<file path="src/include/rtcwd_pkg.sv">
// shared constants for the real-time clock, alarm, watchdog and irq block
package rtcwd_pkg;
	// ------------------------------
	// counter widths
	// ------------------------------
	localparam int SEC_W   = 32;           // seconds counter width
	localparam int SUB_W   = 8;            // subsecond counter width
	localparam int ALARM_W = 20;           // alarm match width
	// ------------------------------
	// tick generation
	// ------------------------------
	localparam int XTAL_HZ  = 32768;       // crystal frequency
	localparam int TICK_HZ  = 256;         // subsecond tick rate
	localparam int XTAL_DIV = XTAL_HZ / TICK_HZ;  // crystal edges per tick
	// ------------------------------
	// times in ms, counted in 256 Hz ticks
	// ------------------------------
	localparam int WDOG_MS    = 500;       // service interval
	localparam int WRST_MS    = 250;       // reset pulse length
	localparam int POR_MS     = 1500;      // reset release delay
	localparam int QUARTER_MS = 250;       // watchdog count granule
	localparam int WRST_TICKS = WRST_MS * TICK_HZ / 1000;
	localparam int POR_TICKS  = POR_MS * TICK_HZ / 1000;
	localparam int WDOG_QTRS  = WDOG_MS / QUARTER_MS;
	localparam int QTR_TICKS  = QUARTER_MS * TICK_HZ / 1000;
	// ------------------------------
	// status and mask bit positions
	// ------------------------------
	localparam int ST_W        = 6;        // number of status flags
	localparam int ST_CONV     = 0;        // conversion_ready
	localparam int ST_ALARM    = 1;        // alarm_flag
	localparam int ST_PIN_RISE = 2;        // user_pin rising edge
	localparam int ST_PIN_FALL = 3;        // user_pin falling edge
	localparam int ST_DSUP_LOW = 4;        // digital_supply_low_flag
	localparam int ST_PUMP_LOW = 5;        // pump_output_low_flag
	// ------------------------------
	// reset values
	// ------------------------------
	localparam logic [ST_W-1:0] MASK_RST = 6'h01;  // conversion only
	localparam logic            POL_RST  = 1'b0;   // active high
	localparam logic            HYS_RST  = 1'b0;   // hysteresis select
endpackage

</file>
<file path="src/verilog/rtcwd_divider.sv">
// strobe divider: one output pulse per DIV input strobes
`timescale 1ns/100ps
`default_nettype none
module rtcwd_divider #(
	parameter int DIV = 128                 // strobes per output pulse
) (
	// clock and reset
	input  wire logic clock,
	input  wire logic rst_n,
	// strobes
	input  wire logic strobeIn,
	output logic      pulseOut
);
	localparam int CW = (DIV > 1) ? $clog2(DIV) : 1;  // counter width
	localparam logic [CW-1:0] LAST = CW'(DIV - 1);    // terminal count

	// ------------------------------
	// elaboration check
	// ------------------------------
	if (DIV < 2) begin : g_bad
		$error("rtcwd_divider: DIV must be at least 2");
	end

	logic [CW-1:0] count_q;                  // strobes seen this period

	// count strobes, wrap at the terminal count
	always_ff @(posedge clock) begin
		if (!rst_n) begin
			count_q <= '0;
		end else if (strobeIn) begin
			count_q <= (count_q == LAST) ? '0 : count_q + 1'b1;
		end
	end

	// pulse on the strobe that wraps the counter
	assign pulseOut = strobeIn && (count_q == LAST);
endmodule
`default_nettype wire

</file>
<file path="src/verilog/rtcwd_sticky.sv">
// bank of sticky event flags, set wins over clear
`timescale 1ns/100ps
`default_nettype none
module rtcwd_sticky #(
	parameter int W = 6                     // number of flags
) (
	// clock and reset
	input  wire logic         clock,
	input  wire logic         rst_n,
	// events and clears
	input  wire logic [W-1:0] setIn,
	input  wire logic [W-1:0] clearIn,
	// flags
	output logic      [W-1:0] flags_q
);
	// ------------------------------
	// elaboration check
	// ------------------------------
	if (W < 1) begin : g_bad
		$error("rtcwd_sticky: W must be at least 1");
	end

	// a flag holds until cleared; a same-cycle event keeps it set
	always_ff @(posedge clock) begin
		if (!rst_n) begin
			flags_q <= '0;
		end else begin
			flags_q <= (flags_q & ~clearIn) | setIn;
		end
	end
endmodule
`default_nettype wire

</file>
<file path="src/verilog/rtcwd_top.sv">
// real-time clock with alarm, watchdog, supervisor and interrupt logic
//
// Contract
// - seconds counter 32 bits, subsecond 8 bits
// - 256 Hz tick from crystal drives subseconds
// - subsecond wrap increments seconds counter
// - time moves as full 40 bits only
// - alarm flag on 20-bit seconds match
// - alarm firing clears alarm enable itself
// - alarm match wakes device from sleep
// - watchdog enable bit starts and stops it
// - unserviced 500ms watchdog pulses reset 250ms
// - watchdog timeout lands between 500 and 750ms
// - low digital supply asserts reset, sets flag
// - hold reset 1.5s after supply recovers
// - low pump output sets its status flag
// - pump monitor selectable as interrupt source
// - interrupt is status gated by mask
// - reset: only conversion unmasked, active high
// - interrupt polarity software selectable
// - sources: pin edges, alarm, conversion, supervisors
// - hysteresis select bit drives supply monitor
`timescale 1ns/100ps
`default_nettype none
module rtcwd_top #(
	parameter int XTAL_DIV  = rtcwd_pkg::XTAL_DIV,   // crystal edges/tick
	parameter int POR_TICKS = rtcwd_pkg::POR_TICKS,  // release delay
	parameter int WRST_TICKS = rtcwd_pkg::WRST_TICKS // watchdog pulse
) (
	// clock and reset
	input  wire logic                             clock,
	input  wire logic                             rst_n,
	// crystal oscillator level
	input  wire logic                             xtalIn,
	// time load, all 40 bits at once
	input  wire logic                             timeWrite,
	input  wire logic [rtcwd_pkg::SEC_W-1:0]      timeSecIn,
	input  wire logic [rtcwd_pkg::SUB_W-1:0]      timeSubIn,
	// time readback
	output logic      [rtcwd_pkg::SEC_W-1:0]      timeSec,
	output logic      [rtcwd_pkg::SUB_W-1:0]      timeSub,
	// alarm
	input  wire logic                             alarmMatchWrite,
	input  wire logic [rtcwd_pkg::ALARM_W-1:0]    alarmMatchIn,
	input  wire logic                             alarmEnableWrite,
	input  wire logic                             alarmEnableIn,
	output logic      [rtcwd_pkg::ALARM_W-1:0]    alarmSecondsMatch,
	output logic                                  alarmEnable,
	// sleep control
	input  wire logic                             sleepEnter,
	output logic                                  sleepMode,
	// watchdog
	input  wire logic                             watchdogEnableWrite,
	input  wire logic                             watchdogEnableIn,
	input  wire logic                             watchdogService,
	output logic                                  watchdogEnableBit,
	// supervisors
	input  wire logic                             digitalSupplyLow,
	input  wire logic                             pumpOutputLow,
	input  wire logic                             supervisorConfigWrite,
	input  wire logic                             hysteresisSelectIn,
	output logic                                  hysteresisSelect,
	output logic                                  resetOut,
	// interrupt sources
	input  wire logic                             conversionReady,
	input  wire logic                             userPin,
	// status, mask and polarity
	input  wire logic [rtcwd_pkg::ST_W-1:0]       statusClear,
	output logic      [rtcwd_pkg::ST_W-1:0]       statusFlags,
	input  wire logic                             maskWrite,
	input  wire logic [rtcwd_pkg::ST_W-1:0]       maskIn,
	output logic      [rtcwd_pkg::ST_W-1:0]       interruptMaskReg,
	input  wire logic                             polarityWrite,
	input  wire logic                             polarityLowIn,
	output logic                                  interruptOut
);
	// ------------------------------
	// elaboration checks
	// ------------------------------
	if (XTAL_DIV < 2) begin : g_bad_div
		$error("rtcwd_top: XTAL_DIV must be at least 2");
	end
	if (POR_TICKS < 1 || POR_TICKS > 511) begin : g_bad_por
		$error("rtcwd_top: POR_TICKS must be 1..511");
	end
	if (WRST_TICKS < 1 || WRST_TICKS > 127) begin : g_bad_wrst
		$error("rtcwd_top: WRST_TICKS must be 1..127");
	end

	localparam int SEC_W   = rtcwd_pkg::SEC_W;    // seconds width
	localparam int SUB_W   = rtcwd_pkg::SUB_W;    // subsecond width
	localparam int ALARM_W = rtcwd_pkg::ALARM_W;  // alarm width
	localparam int ST_W    = rtcwd_pkg::ST_W;     // status width
	localparam logic [8:0] POR_LOAD  = 9'(POR_TICKS);
	localparam logic [6:0] WRST_LOAD = 7'(WRST_TICKS);
	localparam logic [1:0] WDOG_LAST = 2'(rtcwd_pkg::WDOG_QTRS);
	localparam logic [5:0] QTR_LAST  = 6'(rtcwd_pkg::QTR_TICKS - 1);

	// ------------------------------
	// crystal edge and 256 Hz tick
	// ------------------------------
	logic xtalPrev_q;                        // crystal level last cycle
	logic xtalEdge;                          // crystal rising edge
	logic tick;                              // 256 Hz tick pulse

	// remember the crystal level for edge detection
	always_ff @(posedge clock) begin
		if (!rst_n) begin
			xtalPrev_q <= 1'b0;
		end else begin
			xtalPrev_q <= xtalIn;
		end
	end

	assign xtalEdge = xtalIn && !xtalPrev_q;

	// divide crystal edges down to the subsecond tick
	rtcwd_divider #(
		.DIV      (XTAL_DIV)
	) u_tickDiv (
		.clock    (clock),
		.rst_n    (rst_n),
		.strobeIn (xtalEdge),
		.pulseOut (tick)
	);

	// ------------------------------
	// time counters
	// ------------------------------
	logic [SEC_W-1:0] sec_q;                 // seconds count
	logic [SUB_W-1:0] sub_q;                 // subsecond count
	logic             secStep;               // once-per-second step

	assign secStep = tick && (sub_q == '1);

	// subsecond counter, loaded only with the full time word
	always_ff @(posedge clock) begin
		if (!rst_n) begin
			sub_q <= '0;
		end else if (timeWrite) begin
			sub_q <= timeSubIn;
		end else if (tick) begin
			sub_q <= sub_q + 1'b1;
		end
	end

	// seconds counter, steps on subsecond wrap
	always_ff @(posedge clock) begin
		if (!rst_n) begin
			sec_q <= '0;
		end else if (timeWrite) begin
			sec_q <= timeSecIn;
		end else if (secStep) begin
			sec_q <= sec_q + 1'b1;
		end
	end

	// readback always presents one coherent 40-bit pair
	assign timeSec = sec_q;
	assign timeSub = sub_q;

	// ------------------------------
	// time-of-day alarm
	// ------------------------------
	logic [ALARM_W-1:0] alarmMatch_q;        // alarm_seconds_match
	logic               alarmEnable_q;       // alarm_enable
	logic               alarmFire;           // match while enabled

	// host-loaded match value, expected 1s to 12 days ahead
	always_ff @(posedge clock) begin
		if (!rst_n) begin
			alarmMatch_q <= '0;
		end else if (alarmMatchWrite) begin
			alarmMatch_q <= alarmMatchIn;
		end
	end

	assign alarmFire = alarmEnable_q &&
		(alarmMatch_q == sec_q[ALARM_W-1:0]);

	// enable bit; firing clears it and wins over a host write
	always_ff @(posedge clock) begin
		if (!rst_n) begin
			alarmEnable_q <= 1'b0;
		end else if (alarmFire) begin
			alarmEnable_q <= 1'b0;
		end else if (alarmEnableWrite) begin
			alarmEnable_q <= alarmEnableIn;
		end
	end

	assign alarmSecondsMatch = alarmMatch_q;
	assign alarmEnable       = alarmEnable_q;

	// ------------------------------
	// sleep mode
	// ------------------------------
	logic sleep_q;                           // device asleep

	// alarm wake wins over a same-cycle sleep request
	always_ff @(posedge clock) begin
		if (!rst_n) begin
			sleep_q <= 1'b0;
		end else if (alarmFire) begin
			sleep_q <= 1'b0;
		end else if (sleepEnter) begin
			sleep_q <= 1'b1;
		end
	end

	assign sleepMode = sleep_q;

	// ------------------------------
	// watchdog
	// ------------------------------
	logic       wdEnable_q;                  // watchdog_enable_bit
	logic [1:0] wdQtrs_q;                    // quarter-seconds unserviced
	logic       qtrTick;                     // free-running 4 Hz tick
	logic       wdTimeout;                   // watchdog expired
	logic [6:0] wdPulse_q;                   // reset pulse ticks left

	// enable bit written directly by the host
	always_ff @(posedge clock) begin
		if (!rst_n) begin
			wdEnable_q <= 1'b0;
		end else if (watchdogEnableWrite) begin
			wdEnable_q <= watchdogEnableIn;
		end
	end

	// quarter ticks run from the free subsecond phase, not the service
	assign qtrTick   = tick && (sub_q[5:0] == QTR_LAST);
	assign wdTimeout = wdEnable_q && qtrTick &&
		(wdQtrs_q == WDOG_LAST) && !watchdogService;

	// count quarter ticks since the last service write
	always_ff @(posedge clock) begin
		if (!rst_n) begin
			wdQtrs_q <= '0;
		end else if (!wdEnable_q || watchdogService) begin
			wdQtrs_q <= '0;
		end else if (wdTimeout) begin
			wdQtrs_q <= '0;
		end else if (qtrTick) begin
			wdQtrs_q <= wdQtrs_q + 1'b1;
		end
	end

	// reset pulse length counter
	always_ff @(posedge clock) begin
		if (!rst_n) begin
			wdPulse_q <= '0;
		end else if (wdTimeout) begin
			wdPulse_q <= WRST_LOAD;
		end else if (tick && wdPulse_q != '0) begin
			wdPulse_q <= wdPulse_q - 1'b1;
		end
	end

	assign watchdogEnableBit = wdEnable_q;

	// ------------------------------
	// supply supervisor and reset output
	// ------------------------------
	logic [8:0] por_q;                       // release ticks left
	logic       hys_q;                       // hysteresis_select
	logic       resetOut_q;                  // registered reset output

	// release timer restarts while the supply is low
	always_ff @(posedge clock) begin
		if (!rst_n) begin
			por_q <= POR_LOAD;
		end else if (digitalSupplyLow) begin
			por_q <= POR_LOAD;
		end else if (tick && por_q != '0) begin
			por_q <= por_q - 1'b1;
		end
	end

	// supervisor configuration bit
	always_ff @(posedge clock) begin
		if (!rst_n) begin
			hys_q <= rtcwd_pkg::HYS_RST;
		end else if (supervisorConfigWrite) begin
			hys_q <= hysteresisSelectIn;
		end
	end

	assign hysteresisSelect = hys_q;

	// reset out: supply low, release delay or watchdog pulse
	always_ff @(posedge clock) begin
		if (!rst_n) begin
			resetOut_q <= 1'b1;
		end else begin
			resetOut_q <= digitalSupplyLow || (por_q != '0) ||
				(wdPulse_q != '0);
		end
	end

	assign resetOut = resetOut_q;

	// ------------------------------
	// status flags
	// ------------------------------
	logic            pinPrev_q;              // user_pin last cycle
	logic [ST_W-1:0] events;                 // this cycle's events

	// remember the pin for edge detection
	always_ff @(posedge clock) begin
		if (!rst_n) begin
			pinPrev_q <= 1'b1;               // pin idles pulled high
		end else begin
			pinPrev_q <= userPin;
		end
	end

	// gather sources into their status positions
	always_comb begin
		events = '0;
		events[rtcwd_pkg::ST_CONV]     = conversionReady;
		events[rtcwd_pkg::ST_ALARM]    = alarmFire;
		events[rtcwd_pkg::ST_PIN_RISE] = userPin && !pinPrev_q;
		events[rtcwd_pkg::ST_PIN_FALL] = !userPin && pinPrev_q;
		events[rtcwd_pkg::ST_DSUP_LOW] = digitalSupplyLow;
		events[rtcwd_pkg::ST_PUMP_LOW] = pumpOutputLow;
	end

	// sticky flags, cleared by writing ones
	rtcwd_sticky #(
		.W       (ST_W)
	) u_status (
		.clock   (clock),
		.rst_n   (rst_n),
		.setIn   (events),
		.clearIn (statusClear),
		.flags_q (statusFlags)
	);

	// ------------------------------
	// interrupt mask, polarity and output
	// ------------------------------
	logic [ST_W-1:0] mask_q;                 // interrupt_mask_reg
	logic            polLow_q;               // output active low
	logic            irq_q;                  // registered interrupt

	// mask register, only conversion unmasked out of reset
	always_ff @(posedge clock) begin
		if (!rst_n) begin
			mask_q <= rtcwd_pkg::MASK_RST;
		end else if (maskWrite) begin
			mask_q <= maskIn;
		end
	end

	// polarity select, active high out of reset
	always_ff @(posedge clock) begin
		if (!rst_n) begin
			polLow_q <= rtcwd_pkg::POL_RST;
		end else if (polarityWrite) begin
			polLow_q <= polarityLowIn;
		end
	end

	// any unmasked flag asserts the output at the chosen level
	always_ff @(posedge clock) begin
		if (!rst_n) begin
			irq_q <= 1'b0;
		end else begin
			irq_q <= (|(statusFlags & mask_q)) ^ polLow_q;
		end
	end

	assign interruptMaskReg = mask_q;
	assign interruptOut     = irq_q;
endmodule
`default_nettype wire
</file>
<file path="config.mk">
export PLATFORM = sky130hd
export DESIGN_NAME = rtcwd_top
export DESIGN_NICKNAME = d
export VERILOG_FILES = /design/src/include/rtcwd_pkg.sv /design/src/verilog/rtcwd_divider.sv /design/src/verilog/rtcwd_sticky.sv /design/src/verilog/rtcwd_top.sv
export SDC_FILE = /design/constraint.sdc
export NUM_CORES = 1
export LEC_CHECK = 0
export ABC_AREA = 1
export BUFFER_PORTS_ARGS = -buffer_cell sky130_fd_sc_hd__buf_2
export CORE_AREA = 2 2 113 104
export CTS_BUF_LIST = sky130_fd_sc_hd__clkbuf_4 sky130_fd_sc_hd__clkbuf_8
export DETAILED_ROUTE_END_ITERATION = 6
export DIE_AREA = 0 0 115 106
export GPL_ROUTABILITY_DRIVEN = 0
export PLACE_DENSITY = 0.83
export REMOVE_ABC_BUFFERS = 1
export SYNTH_ARGS = -nofsm -noshare
export SYNTH_HDL_FRONTEND = slang
export SYNTH_HIERARCHICAL = 1
export SYNTH_SLANG_ARGS = --single-unit
</file>
<file path="constraint.sdc">
create_clock -name clock -period 3.2 [get_ports clock]
set_clock_uncertainty 0.2 [all_clocks]
set_input_delay 0.8 -clock clock [delete_from_list [all_inputs] [get_ports clock]]
set_output_delay 0.8 -clock clock [all_outputs]
set_load 0.02 [all_outputs]
</file>
==> out/qor.csv, run 1 <==
metric,value,unit
total routed wirelength,16.5,mm
most common cell in the netlist,nand2_1,
FF-to-FF Start,u_tickDiv/count_q[0],
mean routed wirelength per cell,13.7,microns
Mapped Cells,898,
Synth async-reset ratio,0,%
GRT Total Usage,27.8,%
minimum clock period,2.46,ns
TritonCTS Sinks,106,
initial antenna violation count,1,
setup TNS,0,ns
H-tree depth,3,
post-CTS setup buffer count,0,
drc violations,0,
crit path kind,primary input to flop,
"area leader, netlist",dfxtp_1,
IO buf count,169,
Fillers,1047,
Die H,106,microns
Post-Layout Cell Count,1203,
"Data arrival, critical path",2.53,ns
area grow syn2layout,20.0,%
Slew @ Worst Pin,0.712,ns
drt pass-1 iters,5,
sequential element share of the synthesized area,36.4,%
status,"finished, final reports clean",
unrepaired setup endpoints after global routing,no,
DR vias,6291,
CP Cell Sequence,buf_2 > inv_1 > nor2_1 > nand2_1 > nor2_1 > nand2_1 > inv_1 > inv_1 > nor2_1 > nand3_1 > o21ai_0 > nor2_1,
n_diodes,0,
max incr delay on CP,0.29,ns
Placed Cells,1187,
Core ar.,11100,sq um
worst hold slack,0.258,ns
Worst VDD drop,0.000341,V
Clock Path Buffers,2,
max_cap viols,0,
Nets,1160,
FF-to-FF setup slack,0.89,ns
CTS tree,yes,
Die ar.,12200,sq um
Slew HR,52.5,%
most common flop cell mapped by yosys,dfxtp_1,
vias in the first global route,5799,
RR Endpoint,por_q[3],
Max Slew Vio Count,0,
Congestion Overflow GR,0,
CTS Hold Bufs,0,
ANT nets after route,0,
top cell type's share of synthesized area,36.4,%
Initial Util,52.5,%
Min-Delay Startpoint,u_tickDiv/count_q[6],
power density cells,399,nW/um^2
kind of end point of the critical path,flop,
Synth top cells by count,"222 x nand2_1, 151 x nor2_1, 106 x dfxtp_1",
count of final setup violators,0,
I/O pin cnt,170,
first-pass GRT wire length,27.3,mm
Cell Rows,37,
Hold Fails Final Rpt,0,
synth unique cells,47,
CP required,3.27,ns
CP most frequent cell,nor2_1,
final worst path period share,76.8,%
Tot Pwr,2.79,mW
met1 wire length,6.98,mm
Ys Warns,6,
Static Leak,3.22,nW
clock-pin slew on the worst setup and hold paths,0.10,ns
Max Used Layer,met4,
"Max FO, Critical Path",9,
pin count of the biggest net entering global routing,56,
share of cells above drive strength 1,22.1,%
combined area of the multi-input logic cells,3170,sq um
CTS resizes,0,
post-layout util,63.0,%
Hold Crit Class,flop to flop,
Die Wd,115,microns
worst skew pair latency,0.38,ns
met3 wire len,1.49,mm
DR WL met2,7.62,mm
Netlist Area Pre-Place,5830,sq um
Iteration-0 DRC Markers,439,
fmax,407,MHz
"flops & latches, synth",106,
CP startpoint kind,primary input,
half-perimeter wire length after placement,12.5,mm
"EDFF count, synth",0,
register area,2120,sq um
vias per inst,5.23,
Hold Path Sink,u_tickDiv/count_q[6],
CTS root buf,clkbuf_8,
Synth area leaders,"dfxtp_1 36%, nand2_1 14%, nor2_1 9.7%",
syn avg cell area,6.49,sq um
hold path cells,2,
Num CTS Buffers,9,
worst r2r path cells,10,
CP max stage cell,nor2_1,
metal layers:
metal  track usage [%]  up-vias
met2              45.2      255
met3              7.81       28
met4              8.09        0
met5                 0        -
li1                  -     3199
met1              35.9     2809
how the worst max path moves through the flow:
stage	startpoint	endpoint	slack [ns]
after floorplan	xtalIn	por_q[3]	0.35
after global placement	xtalIn	por_q[4]	0.45
after detailed placement	xtalIn	wdPulse_q[4]	0.39
after CTS	xtalIn	por_q[0]	0.77
after global routing	xtalIn	timeSec[29]	0.52
final	xtalIn	por_q[3]	0.74
critical path: cells and delay by family:
| family | cells | cell delay, ns |
|---|---|---|
| buf+inv | 4 | 0.57 |
| simple gates | 7 | 0.96 |
| compound gates | 1 | 0.19 |
kinds of logic (layout without fill, tap and decap cells):
logic type | Yosys count | count (layout) | share of synthesized area, %
multiplexers | 2 | 2 | 0.343
AND/OR/NAND/NOR | 480 | 480 | 35.9
XOR/XNOR | 17 | 17 | 2.55
adder cells (fa/ha/maj) | 6 | 6 | 1.29
AO/OA/AOI/OAI | 151 | 151 | 14.4
buffers and inverters | 136 | 305 | 9.17
flip-flops | 106 | 106 | 36.4
per-stage QoR:
stage | area (sq um) | worst slack, ns
floorplan | 5720 | 0.349
global placement | 6790 | 0.448
detailed placement | 6790 | 0.393
CTS | 7000 | 0.768
global route | 7000 | 0.520
finish | 7000 | 0.743
placed cells by master, fill, tap and decap left out, drive strengths merged, types with 5 or more instances in the layout:
cell type  instances
o211ai             7
dfxtp            106
clkbuf            10
nand2            229
nor2             170
inv              116
nand3             59
o21ai             60
nor3               8
a21oi             62
ha                 6
nand4              7
xor2               9
buf              177
xnor2              8
o22ai              5
power breakdown:
group | switching [mW] | total, mW | leakage [nW] | internal [mW]
Clock | 0.517 | 0.848 | 0.104 | 0.331
Sequential | 0.0877 | 1.48 | 0.873 | 1.39
Combinational | 0.293 | 0.471 | 2.24 | 0.179
flip-flops by register name (all words and copies together) (netlist names):
name / count
timeSec: 32
alarmSecondsMatch: 20
por_q: 9
timeSub: 8
u_tickDiv/count_q: 7
wdPulse_q: 7
interruptMaskReg: 6
u_status/flags_q: 6
wdQtrs_q: 2
alarmEnable: 1
hysteresisSelect: 1
interruptOut: 1
pinPrev_q: 1
polLow_q: 1
resetOut: 1
sleepMode: 1
watchdogEnableBit: 1
xtalPrev_q: 1
layout make-up:
cell class                 instances  area share, %
clock buffer                      10           1.97
clock inverter                     6          0.930
inverter                         112           6.04
multi-input combinational        656           45.4
sequential                       106           30.3
tap                              136           2.43
timing repair buffer             177           12.9
Note: power is estimated with default switching activity, not from simulation.
==> inputs of run 2 (changes only) <==
clock period = 2.4 ns   (was 3.2 ns; I/O delays follow)
==> run 2 against run 1 <==
Non-clock buffer count is 10 higher. Clock power is 53% higher. Routed wire length is 1.3% higher. Critical path depth is 2 lower. Critical path type is now flop to flop. Largest power group unchanged.
==> out/qor.csv, run 2 (synthesis gave the netlist of run 1 again) <==
metric,value,unit,change
status,"finished, final reports clean",,
max incr delay on CP,0.38,ns,+0.09 ns
CP max stage cell,dfxtp_1,,
I/O pin cnt,170,,unchanged
fmax,483,MHz,
initial antenna violation count,2,,+1
Clock Path Buffers,2,,unchanged
CP required,2.52,ns,-0.75 ns
pin count of the biggest net entering global routing,56,,unchanged
crit path kind,flop to flop,,
max_cap viols,0,,unchanged
CP startpoint kind,flop,,
ANT nets after route,0,,unchanged
kind of end point of the critical path,flop,,
count of final setup violators,0,,unchanged
unrepaired setup endpoints after global routing,no,,
power density cells,548,nW/um^2,+37%
DR vias,6364,,+1.2%
half-perimeter wire length after placement,12.8,mm,+2.2%
Slew @ Worst Pin,0.565,ns,-0.146 ns
setup TNS,0,ns,unchanged
Die ar.,12200,sq um,unchanged
vias per inst,5.25,,+0.33%
final worst path period share,86.2,%,
CP Cell Sequence,ha_1 > nand2_1 > nor2_1 > nand2_1 > inv_1 > inv_1 > nor2_1 > buf_4 > nand3_1 > a21oi_1,,
vias in the first global route,5798,,-0.017%
Nets,1170,,+0.86%
Die H,106,microns,unchanged
Cell Rows,37,,unchanged
IO buf count,169,,unchanged
Hold Crit Class,primary input to flop,,
Congestion Overflow GR,0,,unchanged
cell area after layout,7120,sq um,+1.7%
Initial Util,52.5,%,unchanged
TritonCTS Sinks,106,,unchanged
area grow syn2layout,22.1,%,
most frequent cells in the layout,"222 x nand2_1, 169 x buf_2, 151 x nor2_1",,
"most common cell after layout, fill and taps aside",nand2_1,,
FF-to-FF setup slack,0.33,ns,-0.56 ns
drt pass-1 iters,5,,unchanged
CTS tree,yes,,
post-layout util,64.1,%,+1.1 points
mean routed wirelength per cell,13.8,microns,+0.51%
Die Wd,115,microns,unchanged
total routed wirelength,16.7,mm,+1.3%
Max Slew Vio Count,0,,unchanged
worst skew pair latency,0.40,ns,+0.02 ns
"Max FO, Critical Path",7,,-2
GRT Total Usage,28.2,%,+0.40 points
n_diodes,0,,unchanged
area of placed instances,6880,sq um,+1.3%
minimum clock period,2.07,ns,
Num CTS Buffers,9,,unchanged
clock-pin slew on the worst setup and hold paths,0.10,ns,about the same
Worst VDD drop,0.000584,V,+71%
Iteration-0 DRC Markers,444,,+1.1%
max reg flops,32,,unchanged
"Data arrival, critical path",2.19,ns,-0.34 ns
Core ar.,11100,sq um,unchanged
Static Leak,3.28,nW,+2.0%
drc violations,0,,unchanged
Hold Fails Final Rpt,0,,unchanged
Slew HR,62.2,%,+9.7 points
post-CTS setup buffer count,0,,unchanged
H-tree depth,3,,unchanged
CTS Hold Bufs,0,,unchanged
CTS resizes,0,,unchanged
first-pass GRT wire length,27.4,mm,+0.55%
Buf/Inv on CP,3,,-1
CTS root buf,clkbuf_8,,
share of cells above drive strength 1,22.8,%,+0.72 points
Top delay family on crit path,simple AND/OR/NAND/NOR gates,,
[run 2: report_power, final]
| part | switching, mW | total (mW) | internal, mW |
|---|---|---|---|
| sequential | 0.119 | 1.97 | 1.85 |
| combinational | 0.392 | 0.638 | 0.245 |
| clock | 0.664 | 1.30 | 0.631 |
| total | 1.18 | 3.90 | 2.73 |
[run 2: layout make-up]
type	instances	area [sq um]
Timing Repair Buffer	187	993
Multi-Input combinational cell	656	3170
Clock buffer	10	138
Sequential cell	106	2120
Fill cell	1059	3990
Inverter	112	423
Tap cell	136	170
Clock inverter	6	97.6
[run 2: path summary, 6_finish.rpt]
check	startpoint	end	cells after the start
worst max-delay path	u_tickDiv/count_q[0]	por_q[4]	10
worst max register to register	u_tickDiv/count_q[0]	por_q[4]	10
worst min register to register	polLow_q	interruptOut	1
worst min-delay path	supervisorConfigWrite	hysteresisSelect	2
[run 2: routing by layer]
layer	share of wire, %	vias to the layer above	track usage (%)
li1	-	3209	-
met1	42	2844	35.6
met2	45	266	44.9
met3	9.6	43	8.49
met4	3.1	2	11.2
met5	0.078	-	0
[run 2: per-stage QoR]
stage	hold WS, ns	cells	setup WS (ns)	total power, mW
global route	0.174	1213	0.170	4.08
floorplan	0.222	874	-0.251	2.34
global placement	0.233	1197	0.0906	2.63
detailed placement	0.247	1197	0.0619	2.64
CTS	0.167	1213	0.361	3.92
finish	0.182	1213	0.330	3.90
